**config.mk**
```make
export PLATFORM = sky130hd
export DESIGN_NAME = dual_link_irq_status
export DESIGN_NICKNAME = d
export VERILOG_FILES = /design/src/core/event_status_cell.v /design/src/core/dual_link_irq_status.v
export VERILOG_INCLUDE_DIRS = /design/src /design/src/core
export SDC_FILE = /design/constraint.sdc
export NUM_CORES = 1
export LEC_CHECK = 0
export ABC_AREA = 1
export BUFFER_PORTS_ARGS = -buffer_cell sky130_fd_sc_hd__buf_2
export CAP_MARGIN = 20
export CORE_MARGIN = 2
export CORE_UTILIZATION = 49
export DETAILED_ROUTE_END_ITERATION = 8
export PLACE_DENSITY = 0.79
export RECOVER_POWER = 25
export SETUP_SLACK_MARGIN = 0.1
export SYNTH_ARGS = -nofsm -noshare
export SYNTH_HDL_FRONTEND = slang
export SYNTH_SLANG_ARGS = --single-unit
```
**constraint.sdc**
```tcl
create_clock -name i_clock -period 1.3 [get_ports i_clock]
set_input_delay 0.26 -clock i_clock [delete_from_list [all_inputs] [get_ports i_clock]]
set_output_delay 0.26 -clock i_clock [all_outputs]
set_load 0.02 [all_outputs]
```
**src/core/dual_link_irq_status_regs.vh**
```
/*
 * Offsets, bit positions, masks and reset values of the two event
 * status registers of the converter pairs.
 * Assumes a 12-bit serial control port address and 8-bit data.
 */
`ifndef DUAL_LINK_IRQ_STATUS_REGS_VH
`define DUAL_LINK_IRQ_STATUS_REGS_VH

// ==========================================================
// port widths and register offsets
`define ADDR_WIDTH              12
`define DATA_WIDTH              8
`define DUAL_A_EVENT_STATUS     12'h025
`define DUAL_B_EVENT_STATUS     12'h026

// ==========================================================
// dual A field positions
`define A_ALIGN_LOCKED_BIT      3
`define A_ALIGN_ROTATED_BIT     2
`define A_OUT_OF_WINDOW_BIT     1
`define A_ALIGN_TRIPPED_BIT     0

// ==========================================================
// dual B field positions
`define B_POWER_ERROR_BIT       7
`define B_BLANKING_DONE_BIT     5
`define B_OSC_ALIGN_BIT         4
`define B_ALIGN_LOCKED_BIT      3
`define B_ALIGN_ROTATED_BIT     2
`define B_OUT_OF_WINDOW_BIT     1
`define B_ALIGN_TRIPPED_BIT     0

// ==========================================================
// implemented bit masks and reset values
`define DUAL_A_IMPL_MASK        8'h0F
`define DUAL_B_IMPL_MASK        8'hBF
`define STATUS_RESET            8'h00

`endif

```
**src/core/event_status_cell.v**
```verilog
/*
 * One event status register: per bit either live view of its
 * condition or a rising-edge latch cleared by write-one.
 * Assumes conditions and enables come from logic on i_clock.
 */
`timescale 1ns/1ns

module event_status_cell #(
    parameter WIDTH            = 8,
    parameter [WIDTH-1:0] MASK = {WIDTH{1'b1}}
) (
    input  wire             i_clock,
    input  wire             i_rst,
    input  wire [WIDTH-1:0] i_cond,
    input  wire [WIDTH-1:0] i_latch_en,
    input  wire [WIDTH-1:0] i_clear,
    output wire [WIDTH-1:0] o_status,
    output wire             o_pending
);

    // ======================================================
    // edge detect and latch
    reg  [WIDTH-1:0] prev_q;
    reg  [WIDTH-1:0] latch_q;
    reg  [WIDTH-1:0] latch_d;
    wire [WIDTH-1:0] rise;

    assign rise = i_cond & ~prev_q;

    always @* begin
        // set wins over clear so a same-cycle event is kept
        latch_d = ((latch_q & ~i_clear) | rise) & i_latch_en & MASK;
    end

    always @(posedge i_clock or posedge i_rst) begin
        if (i_rst) begin
            prev_q  <= {WIDTH{1'b0}};
            latch_q <= {WIDTH{1'b0}};
        end else begin
            prev_q  <= i_cond & MASK;
            latch_q <= latch_d;
        end
    end

    // ======================================================
    // read view
    assign o_status  = ((i_latch_en & latch_q) | (~i_latch_en & i_cond)) & MASK;
    assign o_pending = |(latch_q & i_latch_en);

endmodule

```
**src/core/dual_link_irq_status.v**
```verilog
/*
 * Interrupt status logic of the two converter pairs: event bits,
 * serial-port register access and the shared active-low interrupt.
 * Assumes the serial port front end delivers decoded byte accesses
 * on i_clock, and that event conditions are synchronous to it.
 */
`timescale 1ns/1ns
`include "dual_link_irq_status_regs.vh"

module dual_link_irq_status (
    input  wire                   i_clock,
    input  wire                   i_rst,
    // register access from the serial port
    input  wire [`ADDR_WIDTH-1:0] i_reg_addr,
    input  wire [`DATA_WIDTH-1:0] i_reg_wdata,
    input  wire                   i_reg_wr,
    input  wire                   i_reg_rd,
    output reg  [`DATA_WIDTH-1:0] o_reg_rdata,
    output reg                    o_reg_rd_valid,
    output reg                    o_reg_unmapped,
    // dual A conditions
    input  wire                   i_pair_a_align_locked,
    input  wire                   i_pair_a_align_rotated,
    input  wire                   i_pair_a_phase_out_of_window,
    input  wire                   i_pair_a_align_tripped,
    // dual B conditions
    input  wire                   i_pair_b_power_error,
    input  wire                   i_pair_b_blanking_complete,
    input  wire                   i_pair_b_osc_align_tripped,
    input  wire                   i_pair_b_align_locked,
    input  wire                   i_pair_b_align_rotated,
    input  wire                   i_pair_b_phase_out_of_window,
    input  wire                   i_pair_b_align_tripped,
    // dual A latch enables
    input  wire                   i_pair_a_locked_latch_enable,
    input  wire                   i_pair_a_rotated_latch_enable,
    input  wire                   i_pair_a_window_latch_enable,
    input  wire                   i_pair_a_tripped_latch_enable,
    // dual B latch enables
    input  wire                   i_pair_b_power_latch_enable,
    input  wire                   i_pair_b_blanking_latch_enable,
    input  wire                   i_pair_b_osc_latch_enable,
    input  wire                   i_pair_b_locked_latch_enable,
    input  wire                   i_pair_b_rotated_latch_enable,
    input  wire                   i_pair_b_window_latch_enable,
    input  wire                   i_pair_b_tripped_latch_enable,
    // shared interrupt line
    output reg                    o_irq_n
);

    // ======================================================
    // address decode
    function addr_is;
        input [`ADDR_WIDTH-1:0] addr;
        input [`ADDR_WIDTH-1:0] target;
        begin
            addr_is = (addr == target);
        end
    endfunction

    wire hit_a;
    wire hit_b;

    assign hit_a = addr_is(i_reg_addr, `DUAL_A_EVENT_STATUS);
    assign hit_b = addr_is(i_reg_addr, `DUAL_B_EVENT_STATUS);

    // ======================================================
    // dual A condition and enable packing
    // conditions must already run on i_clock; no synchroniser here
    reg [`DATA_WIDTH-1:0] cond_a;
    reg [`DATA_WIDTH-1:0] en_a;

    always @* begin
        cond_a = `STATUS_RESET;
        en_a   = `STATUS_RESET;
        cond_a[`A_ALIGN_LOCKED_BIT]  = i_pair_a_align_locked;
        cond_a[`A_ALIGN_ROTATED_BIT] = i_pair_a_align_rotated;
        cond_a[`A_OUT_OF_WINDOW_BIT] = i_pair_a_phase_out_of_window;
        cond_a[`A_ALIGN_TRIPPED_BIT] = i_pair_a_align_tripped;
        en_a[`A_ALIGN_LOCKED_BIT]    = i_pair_a_locked_latch_enable;
        en_a[`A_ALIGN_ROTATED_BIT]   = i_pair_a_rotated_latch_enable;
        en_a[`A_OUT_OF_WINDOW_BIT]   = i_pair_a_window_latch_enable;
        en_a[`A_ALIGN_TRIPPED_BIT]   = i_pair_a_tripped_latch_enable;
    end

    // ======================================================
    // dual B condition and enable packing
    reg [`DATA_WIDTH-1:0] cond_b;
    reg [`DATA_WIDTH-1:0] en_b;

    always @* begin
        cond_b = `STATUS_RESET;
        en_b   = `STATUS_RESET;
        cond_b[`B_POWER_ERROR_BIT]   = i_pair_b_power_error;
        cond_b[`B_BLANKING_DONE_BIT] = i_pair_b_blanking_complete;
        cond_b[`B_OSC_ALIGN_BIT]     = i_pair_b_osc_align_tripped;
        cond_b[`B_ALIGN_LOCKED_BIT]  = i_pair_b_align_locked;
        cond_b[`B_ALIGN_ROTATED_BIT] = i_pair_b_align_rotated;
        cond_b[`B_OUT_OF_WINDOW_BIT] = i_pair_b_phase_out_of_window;
        cond_b[`B_ALIGN_TRIPPED_BIT] = i_pair_b_align_tripped;
        en_b[`B_POWER_ERROR_BIT]     = i_pair_b_power_latch_enable;
        en_b[`B_BLANKING_DONE_BIT]   = i_pair_b_blanking_latch_enable;
        en_b[`B_OSC_ALIGN_BIT]       = i_pair_b_osc_latch_enable;
        en_b[`B_ALIGN_LOCKED_BIT]    = i_pair_b_locked_latch_enable;
        en_b[`B_ALIGN_ROTATED_BIT]   = i_pair_b_rotated_latch_enable;
        en_b[`B_OUT_OF_WINDOW_BIT]   = i_pair_b_window_latch_enable;
        en_b[`B_ALIGN_TRIPPED_BIT]   = i_pair_b_tripped_latch_enable;
    end

    // ======================================================
    // write-one-to-clear strobes
    function [`DATA_WIDTH-1:0] w1c_strobe;
        input                   wr;
        input                   hit;
        input [`DATA_WIDTH-1:0] wdata;
        input [`DATA_WIDTH-1:0] mask;
        begin
            // zero bits and reserved bits leave the latches alone
            w1c_strobe = (wr && hit) ? (wdata & mask) : `STATUS_RESET;
        end
    endfunction

    wire [`DATA_WIDTH-1:0] clear_a;
    wire [`DATA_WIDTH-1:0] clear_b;

    assign clear_a = w1c_strobe(i_reg_wr, hit_a, i_reg_wdata, `DUAL_A_IMPL_MASK);
    assign clear_b = w1c_strobe(i_reg_wr, hit_b, i_reg_wdata, `DUAL_B_IMPL_MASK);

    // ======================================================
    // status registers
    wire [`DATA_WIDTH-1:0] status_a;
    wire [`DATA_WIDTH-1:0] status_b;
    wire                   pending_a;
    wire                   pending_b;

    event_status_cell #(
        .WIDTH (`DATA_WIDTH),
        .MASK  (`DUAL_A_IMPL_MASK)
    ) u_dual_a (
        .i_clock    (i_clock),
        .i_rst      (i_rst),
        .i_cond     (cond_a),
        .i_latch_en (en_a),
        .i_clear    (clear_a),
        .o_status   (status_a),
        .o_pending  (pending_a)
    );

    event_status_cell #(
        .WIDTH (`DATA_WIDTH),
        .MASK  (`DUAL_B_IMPL_MASK)
    ) u_dual_b (
        .i_clock    (i_clock),
        .i_rst      (i_rst),
        .i_cond     (cond_b),
        .i_latch_en (en_b),
        .i_clear    (clear_b),
        .o_status   (status_b),
        .o_pending  (pending_b)
    );

    // ======================================================
    // read data path
    reg [`DATA_WIDTH-1:0] rdata_d;

    always @* begin
        // unmapped addresses answer zero rather than stale data
        rdata_d = `STATUS_RESET;
        if (hit_a) begin
            rdata_d = status_a;
        end else if (hit_b) begin
            rdata_d = status_b;
        end
    end

    always @(posedge i_clock or posedge i_rst) begin
        if (i_rst) begin
            o_reg_rdata    <= `STATUS_RESET;
            o_reg_rd_valid <= 1'b0;
            o_reg_unmapped <= 1'b0;
        end else begin
            o_reg_rd_valid <= i_reg_rd;
            o_reg_unmapped <= (i_reg_rd | i_reg_wr) & ~(hit_a | hit_b);
            if (i_reg_rd) begin
                o_reg_rdata <= rdata_d;
            end
        end
    end

    // ======================================================
    // interrupt line
    // one line shared by both pairs, so software must poll both registers
    wire any_pending;

    assign any_pending = pending_a | pending_b;

    // one cycle behind the latch; keeps the pin glitch free
    always @(posedge i_clock or posedge i_rst) begin
        if (i_rst) begin
            o_irq_n <= 1'b1;
        end else begin
            o_irq_n <= ~any_pending;
        end
    end

endmodule

```
==> results of run 1 <==
[through the flow]
| stage | setup WS, ns | std cells | cell area [sq um] | hold WS (ns) | total power [mW] |
|---|---|---|---|---|---|
| global route | 0.01851 | 302 | 1941 | 0.02284 | 2.157 |
| detailed placement | 0.07714 | 293 | 1861 | 0.2867 | 1.342 |
| finish | 0.05565 | 302 | 1941 | 0.03890 | 2.062 |
| CTS | 0.03800 | 302 | 1953 | 0.02907 | 2.088 |
| floorplan | 0.2879 | 198 | 1564 | 0.2914 | 1.222 |
| global placement | 0.1016 | 293 | 1861 | 0.2833 | 1.335 |
[placed cells by master (no fill, tap or decap)]
master,synthesis,routed
dfstp_2,1,1
nor2b_4,1,1
buf_6,1,1
o21ai_0,11,11
clkinv_2,0,1
nand2_1,68,68
nor2_2,5,5
nor2_1,14,14
nand3_1,12,12
bufinv_16,0,1
buf_4,1,1
clkbuf_4,0,5
nor3_1,3,3
inv_1,29,29
and2_4,1,1
clkbuf_1,0,9
buf_2,2,46
nand4_1,13,13
dfrtp_1,31,31
nor2_8,1,1
dlygate4sd3_1,0,1
nand2_2,2,2
conb_1,1,1
[cell families after synthesis]
kind of cell,after synthesis,synth area share
AND/OR/NAND/NOR,120,0.3520
buffers and inverters,34,0.09760
flip-flops,32,0.5128
AO/OA/AOI/OAI,11,0.03520
other,1,0.002398
[layout make-up]
cell class	count	area [sq um]
Inverter	29	108.9
Fill cell	308	1112
Timing Repair Buffer	57	289.0
Clock inverter	2	35.03
Clock buffer	6	41.29
Multi-Input combinational cell	132	609.3
Tap cell	44	55.05
Sequential cell	32	802.0
[synthesized netlist by cell type (all sizes together)]
library cell	count
and2	1
buf	5
conb	1
dfrtp	31
dfstp	1
inv	29
nand2	70
nand3	12
nand4	13
nor2	20
nor2b	1
nor3	3
o21ai	11
[power groups by stage]
| stage | clock network (mW) | registers, mW | logic, mW |
|---|---|---|---|
| 2_1_floorplan | 0 | 1.09 | 0.130 |
| 3_3_place_gp | 0 | 1.08 | 0.254 |
| 3_5_place_dp | 0 | 1.08 | 0.260 |
| 4_1_cts | 0.755 | 1.06 | 0.269 |
| 5_1_grt | 0.789 | 1.07 | 0.299 |
| 6_report | 0.737 | 1.06 | 0.261 |
[repair_timing]
action                                 CTS  global route
endpoints found under the hold margin   31             0
buffers inserted                         0             0
gates resized for setup                  2             0
hold buffers                             1             0
setup endpoints to repair                1             1
pin swaps                                0             0
[sequential cells by signal, summed over array words and instances, names as in the netlist]
signal and flops:
u_dual_b.latch_q 7, o_irq_n 1, o_reg_unmapped 1, o_reg_rdata 7
u_dual_a.prev_q 4, o_reg_rd_valid 1, u_dual_a.latch_q 4, u_dual_b.prev_q 7
[worst paths after layout]
check,startpoint,slack [ns],end,depth (start not counted)
worst max register to register,u_dual_a.latch_q[1]$_DFF_PP0_,0.33,o_reg_rdata[1]$_DFFE_PP0P_,6
min in group asynchronous,i_rst,0.51,u_dual_b.prev_q[0]$_DFF_PP0_,4
worst min-delay path,i_pair_a_align_locked,0.04,u_dual_a.prev_q[3]$_DFF_PP0_,1
max in group asynchronous,i_rst,0.28,o_reg_rdata[4]$_DFFE_PP0P_,4
worst max-delay path,o_irq_n$_DFF_PP1_,0.06,o_irq_n,1
worst min register to register,o_reg_rdata[4]$_DFFE_PP0P_,0.48,o_reg_rdata[4]$_DFFE_PP0P_,2
[per-layer routing]
layer	global-route usage	vias up
met3	0.05970	6
li1	-	740
met5	0	-
met4	0.08696	0
met1	0.2435	617
met2	0.3339	49
==> impl_metrics.ini, run 1 <==
[timing]
fin_crit_sh = 0.9572
slew_violations = 0
post-route-min-period_ns = 1.244
hold_viol_final = 0
fin_tns_setup_ns = 0
tightest_slew_ns = 0.6165
grt_setup_unrepaired = true
finClkSkew_ns = 0.005658
setup_violations = 0
relSlewSlack = 0.5890
clock.fmax_mhz = 803.6

[cts]
insertion_delay_ns = 0.33
cts_root_buffer = clkbuf_4
clkSinkCount = 32
cts_inserted_buffers = 5
cts_tree = built
clockBufferDepth = 2
clkTransAtPathRegs_ns = 0.10
h-tree-depth = 2

[routing]
wl_met2_um = 1510
drt_first_pass_iters = 4
drc = 0
initialDrtViolationCount = 40
wl_met1_um = 1395
drtAntennaViolNets = 0
met3_length_um = 260
vias_per_cell = 4.675
top_layer_used = met4
vias = 1412
wl_per_cell_um = 10.64
wl_um = 3212

[grt]
grt_usage = 0.2007
grt_pass1_vias = 1316
overflow = 0
grt_start_max_net_pins = 21
antenna_found_initial = 0
grt_pass1_wl_um = 5299

[critical_path]
crit_path_start_kind = flop
crit_fanout = 1
path_cells = buf_6
cp_slowest_stage_delay_ns = 0.55
crit_arrival_ns = 0.98
crit_slowest_cell = dfstp_2
path_buf_inv = 1
setup.worst_path.class = reg -> out
crit_required_ns = 1.04
critical-path-top-delay-family = flip-flops
end_kind = output pin

[cells_and_area]
layout.nets = 303
final_util = 0.6357
layout-drive-gt1-share = 0.2558
antenna-diode-count = 0
syn_to_final_growth_pct = 24.08

[pwr]
combPwrFrac = 0.127
p_clk_frac = 0.357
vdd_drop_max_mv = 0.8367
p_sw_frac = 0.2448
power_switching_mw = 0.5047
power_density_mw_per_mm2 = 1062
leakagePower_nw = 1.175
cellInternalPower_mw = 1.557
p_seq_frac = 0.516

[floorplanning]
fp.dieW_um = 60.50
start_util = 0.5123
rows = 20
die_area_sq_mm = 0.003660
ioPinCount = 57
die_y_um = 60.50
core_sq_mm = 0.003053

[synthesis]
synth.distinct_cells = 19
synth_area_leaders = dfrtp_1 (50%), nand2_1 (16%), inv_1 (7.0%)
synth.avg_cell_area_sq_um = 7.899
ys_seq_area_frac = 0.5128
ys_warn_count = 0
syn-num-nets = 244
synth_top_area_frac = 0.4960
syn_inst = 198
yosys.area.top_type = dfrtp_1
ys_ff_latch = 32
synth_area_sq_mm = 0.001564

[worst_hold_path]
hold_class = in -> reg

[flow_run]
cap_violations = 0

[outcome]
status = complete, no violations

[placement]
portBuffers = 54
gp_congestion = 0.8551
dp_hpwl_um = 2553
Note: power is estimated with default switching activity, not from simulation.
==> run 2, diff against run 1 <==
--- a/config.mk
+++ b/config.mk
@@ -10,9 +10,9 @@
 export BUFFER_PORTS_ARGS = -buffer_cell sky130_fd_sc_hd__buf_2
 export CAP_MARGIN = 20
 export CORE_MARGIN = 2
-export CORE_UTILIZATION = 49
+export CORE_UTILIZATION = 44
 export DETAILED_ROUTE_END_ITERATION = 8
-export PLACE_DENSITY = 0.79
+export PLACE_DENSITY = 0.75
 export RECOVER_POWER = 25
 export SETUP_SLACK_MARGIN = 0.1
 export SYNTH_ARGS = -nofsm -noshare
==> constraint.sdc (replaced) <==
create_clock -name i_clock -period 1 [get_ports i_clock]
set_input_delay 0.2 -clock i_clock [delete_from_list [all_inputs] [get_ports i_clock]]
set_output_delay 0.2 -clock i_clock [all_outputs]
set_load 0.02 [all_outputs]
==> run 2 against run 1 <==
Net effect: the flow now finishes with violations (setup timing); count of clock-buffer cells in the layout unchanged; first-iteration DRC count decreased by 5.0%; sequential cell count unchanged; critical endpoint unchanged; sequential share of layout area decreased by 5.3 points; global-route usage decreased by 0.17 points; clock power decreased by 7.9%; cell count increased by 6.6%; cell area increased by 15%; register-to-register slack got worse by 0.22 ns; clock skew increased by 0.00078 ns; sequential power increased by 31%.
==> impl_metrics.ini, run 2 (synthesis gave the netlist of run 1 again) <==
[routing]
wl_um = 3702
drtAntennaViolNets = 0
vias_per_cell = 4.696
drt_first_pass_iters = 4
initialDrtViolationCount = 38
wl_per_cell_um = 11.50
vias = 1512
drc = 0

[timing]
finClkSkew_ns = 0.006439
fin_crit_sh = 1.189
fin_tns_setup_ns = -0.8118
whs_ns = 0.09199
hold_viol_final = 0
finalWorstSetupSlack_ns = -0.1889
clock.fmax_mhz = 841.1
post-route-min-period_ns = 1.189
grt_setup_unrepaired = true
setup_violations = 10
slew_violations = 0

[cells_and_area]
layout.nets = 322
layout_commonest_cell = nand2_1
final_design_area_no_fill_sq_mm = 0.002226
antenna-diode-count = 0
reg_top3 = o_reg_rdata: 7 flops, u_dual_b.latch_q: 7 flops, u_dual_b.prev_q: 7 flops
final_cells = 322
syn_to_final_growth_pct = 42.32
final_cell_mix = nand2_1 (59), buf_2 (42), dfrtp_1 (31)
layout-drive-gt1-share = 0.3514
nFillCells = 313

[critical_path]
crit_fanout = 1
path_cells = buf_6
critical-path-top-delay-family = flip-flops
end_kind = output pin
crit_slowest_cell = dfstp_2
rrSetupSlack_ns = 0.11
path_buf_inv = 1
cp_slowest_stage_delay_ns = 0.54
crit_path_start_kind = flop
setup.worst_path.class = reg -> out
crit_required_ns = 0.80
crit_arrival_ns = 0.99

[floorplanning]
die_y_um = 63.62
ioPinCount = 57
rows = 21
fp.dieW_um = 63.62
die_area_sq_mm = 0.004048
core_sq_mm = 0.003363
start_util = 0.4650

[cts]
cts_inserted_buffers = 5
insertion_delay_ns = 0.34
clkTransAtPathRegs_ns = 0.09
clkSinkCount = 32
clockBufferDepth = 2
cts_tree = built
cts_root_buffer = clkbuf_4
h-tree-depth = 2

[flow_run]
cap_violations = 0

[pwr]
vdd_drop_max_mv = 0.8745
leakagePower_nw = 1.304
finalPower_mw = 2.510
power_density_mw_per_mm2 = 1127

[grt]
antenna_found_initial = 0
grt_pass1_vias = 1392
grt_usage = 0.1990
grt_pass1_wl_um = 6030
grt_start_max_net_pins = 33
overflow = 0

[placement]
dpl.cell_count = 294
dp_hpwl_um = 2689
portBuffers = 54
gp_congestion = 0.7741
placed_cell_area_sq_mm = 0.001893

[outcome]
violations = setup timing
status = complete, but fails checks

[worst_hold_path]
hold_class = in -> reg
[run 2: cell types whose count changed in the layout (fill, tap and decap cells not counted), moves of 2 or more]
cell / previous run / this run
nand2_1: 68 / 59
nor2_4: 0 / 2
buf_4: 1 / 9
o21ai_0: 11 / 1
buf_6: 1 / 10
o21ai_1: 0 / 5
buf_2: 46 / 42
clkbuf_1: 9 / 3
dlygate4sd3_1: 1 / 12
o21ai_2: 0 / 5
nand2_2: 2 / 10
[run 2: routing by layer]
metal  track usage  routed length (um)  vias to the layer above
met5             0                   0                        -
met4       0.09783                  87                        0
met3       0.06607                 283                       10
met2        0.3224                1762                       62
met1        0.2364                1568                      666
li1              -                   -                      774
[run 2: final timing paths]
path,cells after the start,to,startpoint
min in group asynchronous,4,o_reg_rdata[5]$_DFFE_PP0P_,i_rst
hold / removal,3,u_dual_b.latch_q[4]$_DFF_PP0_,i_pair_b_osc_latch_enable
setup / recovery,1,o_irq_n,o_irq_n$_DFF_PP1_
hold reg to reg,3,u_dual_b.latch_q[5]$_DFF_PP0_,u_dual_b.prev_q[5]$_DFF_PP0_
max in group asynchronous,4,o_irq_n$_DFF_PP1_,i_rst
setup reg to reg,6,o_reg_rdata[2]$_DFFE_PP0P_,u_dual_a.latch_q[2]$_DFF_PP0_
[run 2: power breakdown]
| group | internal (mW) | leakage, nW | total [mW] | switching (mW) |
|---|---|---|---|---|
| Sequential | 1.37 | 0.402 | 1.39 | 0.0256 |
| Combinational | 0.198 | 0.874 | 0.440 | 0.242 |
| Clock | 0.258 | 0.0281 | 0.679 | 0.421 |
| Total | 1.82 | 1.30 | 2.51 | 0.688 |
[run 2: layout make-up]
type,count,area [sq um],area share
multi-input combinational,132,678.2,0.3047
inverter,29,116.4,0.05228
timing repair buffer,76,525.5,0.2361
sequential,32,802.0,0.3603
tap,46,57.56,0.02586
clock inverter,1,5.005,0.002248
clock buffer,6,41.29,0.01855
[run 2: per-stage QoR]
step,util,setup WS [ns]
3_5_place_dp,0.5629,-0.1812
6_report,0.6618,-0.1889
2_1_floorplan,-,0.05222
5_1_grt,0.6618,-0.2285
3_3_place_gp,0.5629,-0.1497
4_1_cts,0.6440,-0.1869
[run 2: timing repair]
item	in CTS	in global routing
endpoints found under the hold margin	42	0
resized for setup	35	11
pin swaps	1	9
endpoints found under the setup margin	15	17
hold buffers	12	0
setup buffers	3	6
==> run 3, diff against run 2 <==
--- a/config.mk
+++ b/config.mk
@@ -12,9 +12,10 @@
 export CORE_MARGIN = 2
 export CORE_UTILIZATION = 44
 export DETAILED_ROUTE_END_ITERATION = 8
+export MAX_ROUTING_LAYER = met4
 export PLACE_DENSITY = 0.75
 export RECOVER_POWER = 25
-export SETUP_SLACK_MARGIN = 0.1
+export SETUP_SLACK_MARGIN = 0.4
 export SYNTH_ARGS = -nofsm -noshare
 export SYNTH_HDL_FRONTEND = slang
 export SYNTH_SLANG_ARGS = --single-unit
==> run 3 against run 2 <==
Net effect: the flow finishes with violations (hold timing, setup timing); hold slack lost 0.11 ns; wire length grew 2.8%; die area is the same.
==> impl_metrics.ini, run 3 (synthesis gave the netlist of run 1 again) <==
[outcome]
status = complete, but fails checks
violations = hold timing, setup timing

[cts]
cts_root_buffer = clkbuf_4
cts_tree = built
h-tree-depth = 2
clkSinkCount = 32
cts_inserted_buffers = 5
insertion_delay_ns = 0.33
clkTransAtPathRegs_ns = 0.10
clockBufferDepth = 2

[cells_and_area]
nFillCells = 307
final_design_area_no_fill_sq_mm = 0.002313
layout.nets = 315
antenna-diode-count = 0
syn_to_final_growth_pct = 47.92
reg_top3 = o_reg_rdata: 7 flops, u_dual_b.latch_q: 7 flops, u_dual_b.prev_q: 7 flops
layout_commonest_cell = nand2_1
layout-drive-gt1-share = 0.4778
final_util = 0.6879
final_cells = 316
final_cell_mix = nand2_1 (49), buf_2 (31), buf_6 (26)

[placement]
dpl.cell_count = 294
gp_congestion = 0.7824
portBuffers = 54
placed_cell_area_sq_mm = 0.001906
dp_hpwl_um = 2574

[routing]
vias = 1517
initialDrtViolationCount = 105
vias_per_cell = 4.801
wl_um = 3804
wl_per_cell_um = 12.04
drtAntennaViolNets = 0
drc = 0
drt_first_pass_iters = 4

[floorplanning]
die_area_sq_mm = 0.004048
core_sq_mm = 0.003363
ioPinCount = 57
start_util = 0.4650
fp.dieW_um = 63.62
rows = 21
die_y_um = 63.62

[pwr]
combPwrFrac = 0.177
p_seq_frac = 0.529
p_clk_frac = 0.293
vdd_drop_max_mv = 0.7682
p_sw_frac = 0.2738
power_density_mw_per_mm2 = 1137
cellInternalPower_mw = 1.910
leakagePower_nw = 1.285
power_switching_mw = 0.7199

[timing]
grt_setup_unrepaired = true
finClkSkew_ns = 0.006681
clock.fmax_mhz = 846.1
tightest_slew_ns = 0.7813
finalWorstSetupSlack_ns = -0.1819
post-route-min-period_ns = 1.182
whs_ns = -0.01857
slew_violations = 0
relSlewSlack = 0.4791
hold_viol_final = 8
fin_crit_sh = 1.182
setup_violations = 10

[critical_path]
path_buf_inv = 1
cp_slowest_stage_delay_ns = 0.54
crit_arrival_ns = 0.98
crit_path_start_kind = flop
crit_required_ns = 0.80
end_kind = output pin
setup.worst_path.class = reg -> out
path_cells = buf_6
crit_fanout = 1
critical-path-top-delay-family = flip-flops
crit_slowest_cell = dfstp_2

[worst_hold_path]
hold_class = in -> reg

[flow_run]
cap_violations = 0

[grt]
grt_pass1_wl_um = 6437
overflow = 0
grt_start_max_net_pins = 33
grt_pass1_vias = 1521
antenna_found_initial = 0
grt_usage = 0.2121
-- run 3: per-stage QoR --
stage | TNS (ns) | setup WS (ns) | total power, mW
final | -0.8197 | -0.1819 | 2.629
after CTS | -0.8979 | -0.1960 | 2.633
after global routing | -1.165 | -0.2223 | 2.771
after floorplan | 0 | 0.05222 | 1.596
after detailed placement | -2.614 | -0.1810 | 1.764
after global placement | -2.254 | -0.1586 | 1.755
-- run 3: area by class of cell --
cell class | instances | area [sq um] | share of cell area
Clock inverter | 2 | 10.01 | 0.004327
Inverter | 29 | 117.6 | 0.05084
Timing Repair Buffer | 68 | 520.5 | 0.2250
Clock buffer | 6 | 51.30 | 0.02217
Tap cell | 46 | 57.56 | 0.02488
Sequential cell | 32 | 810.8 | 0.3505
Multi-Input combinational cell | 133 | 745.7 | 0.3223
-- run 3: power groups by stage --
stage,registers [mW],logic [mW],clock network (mW)
floorplan,1.42,0.177,0
global placement,1.41,0.349,0
detailed placement,1.41,0.357,0
CTS,1.39,0.450,0.793
global route,1.40,0.520,0.855
finish,1.39,0.467,0.771
-- run 3: worst paths after layout --
check                                                    from                            end  cells after the start  slack [ns]
min in group asynchronous                               i_rst   u_dual_b.prev_q[7]$_DFF_PP0_                      3        0.09
worst max register to register  u_dual_b.latch_q[0]$_DFF_PP0_     o_reg_rdata[0]$_DFFE_PP0P_                      6        0.11
worst max-delay path                        o_irq_n$_DFF_PP1_                        o_irq_n                      1       -0.18
max in group asynchronous                               i_rst     o_reg_rdata[4]$_DFFE_PP0P_                      3        0.37
worst min-delay path                     i_pair_b_power_error   u_dual_b.prev_q[7]$_DFF_PP0_                      1       -0.02
worst min register to register   u_dual_b.prev_q[4]$_DFF_PP0_  u_dual_b.latch_q[4]$_DFF_PP0_                      3        0.49
-- run 3: repair_timing --
| item | CTS | global route |
|---|---|---|
| setup endpoints to repair | 30 | 30 |
| hold endpoints to repair | 42 | 42 |
| gates cloned | 1 | 0 |
| setup buffers | 9 | 1 |
| gates resized for setup | 69 | 21 |
| pin swaps | 29 | 29 |
-- run 3: metal layers --
metal | track usage | up-vias | wire (um)
met5 | - | - | 0
met4 | 0.07609 | 0 | 42
met3 | 0.04286 | 5 | 171
met2 | 0.3671 | 39 | 2021
met1 | 0.2434 | 712 | 1569
li1 | - | 761 | -
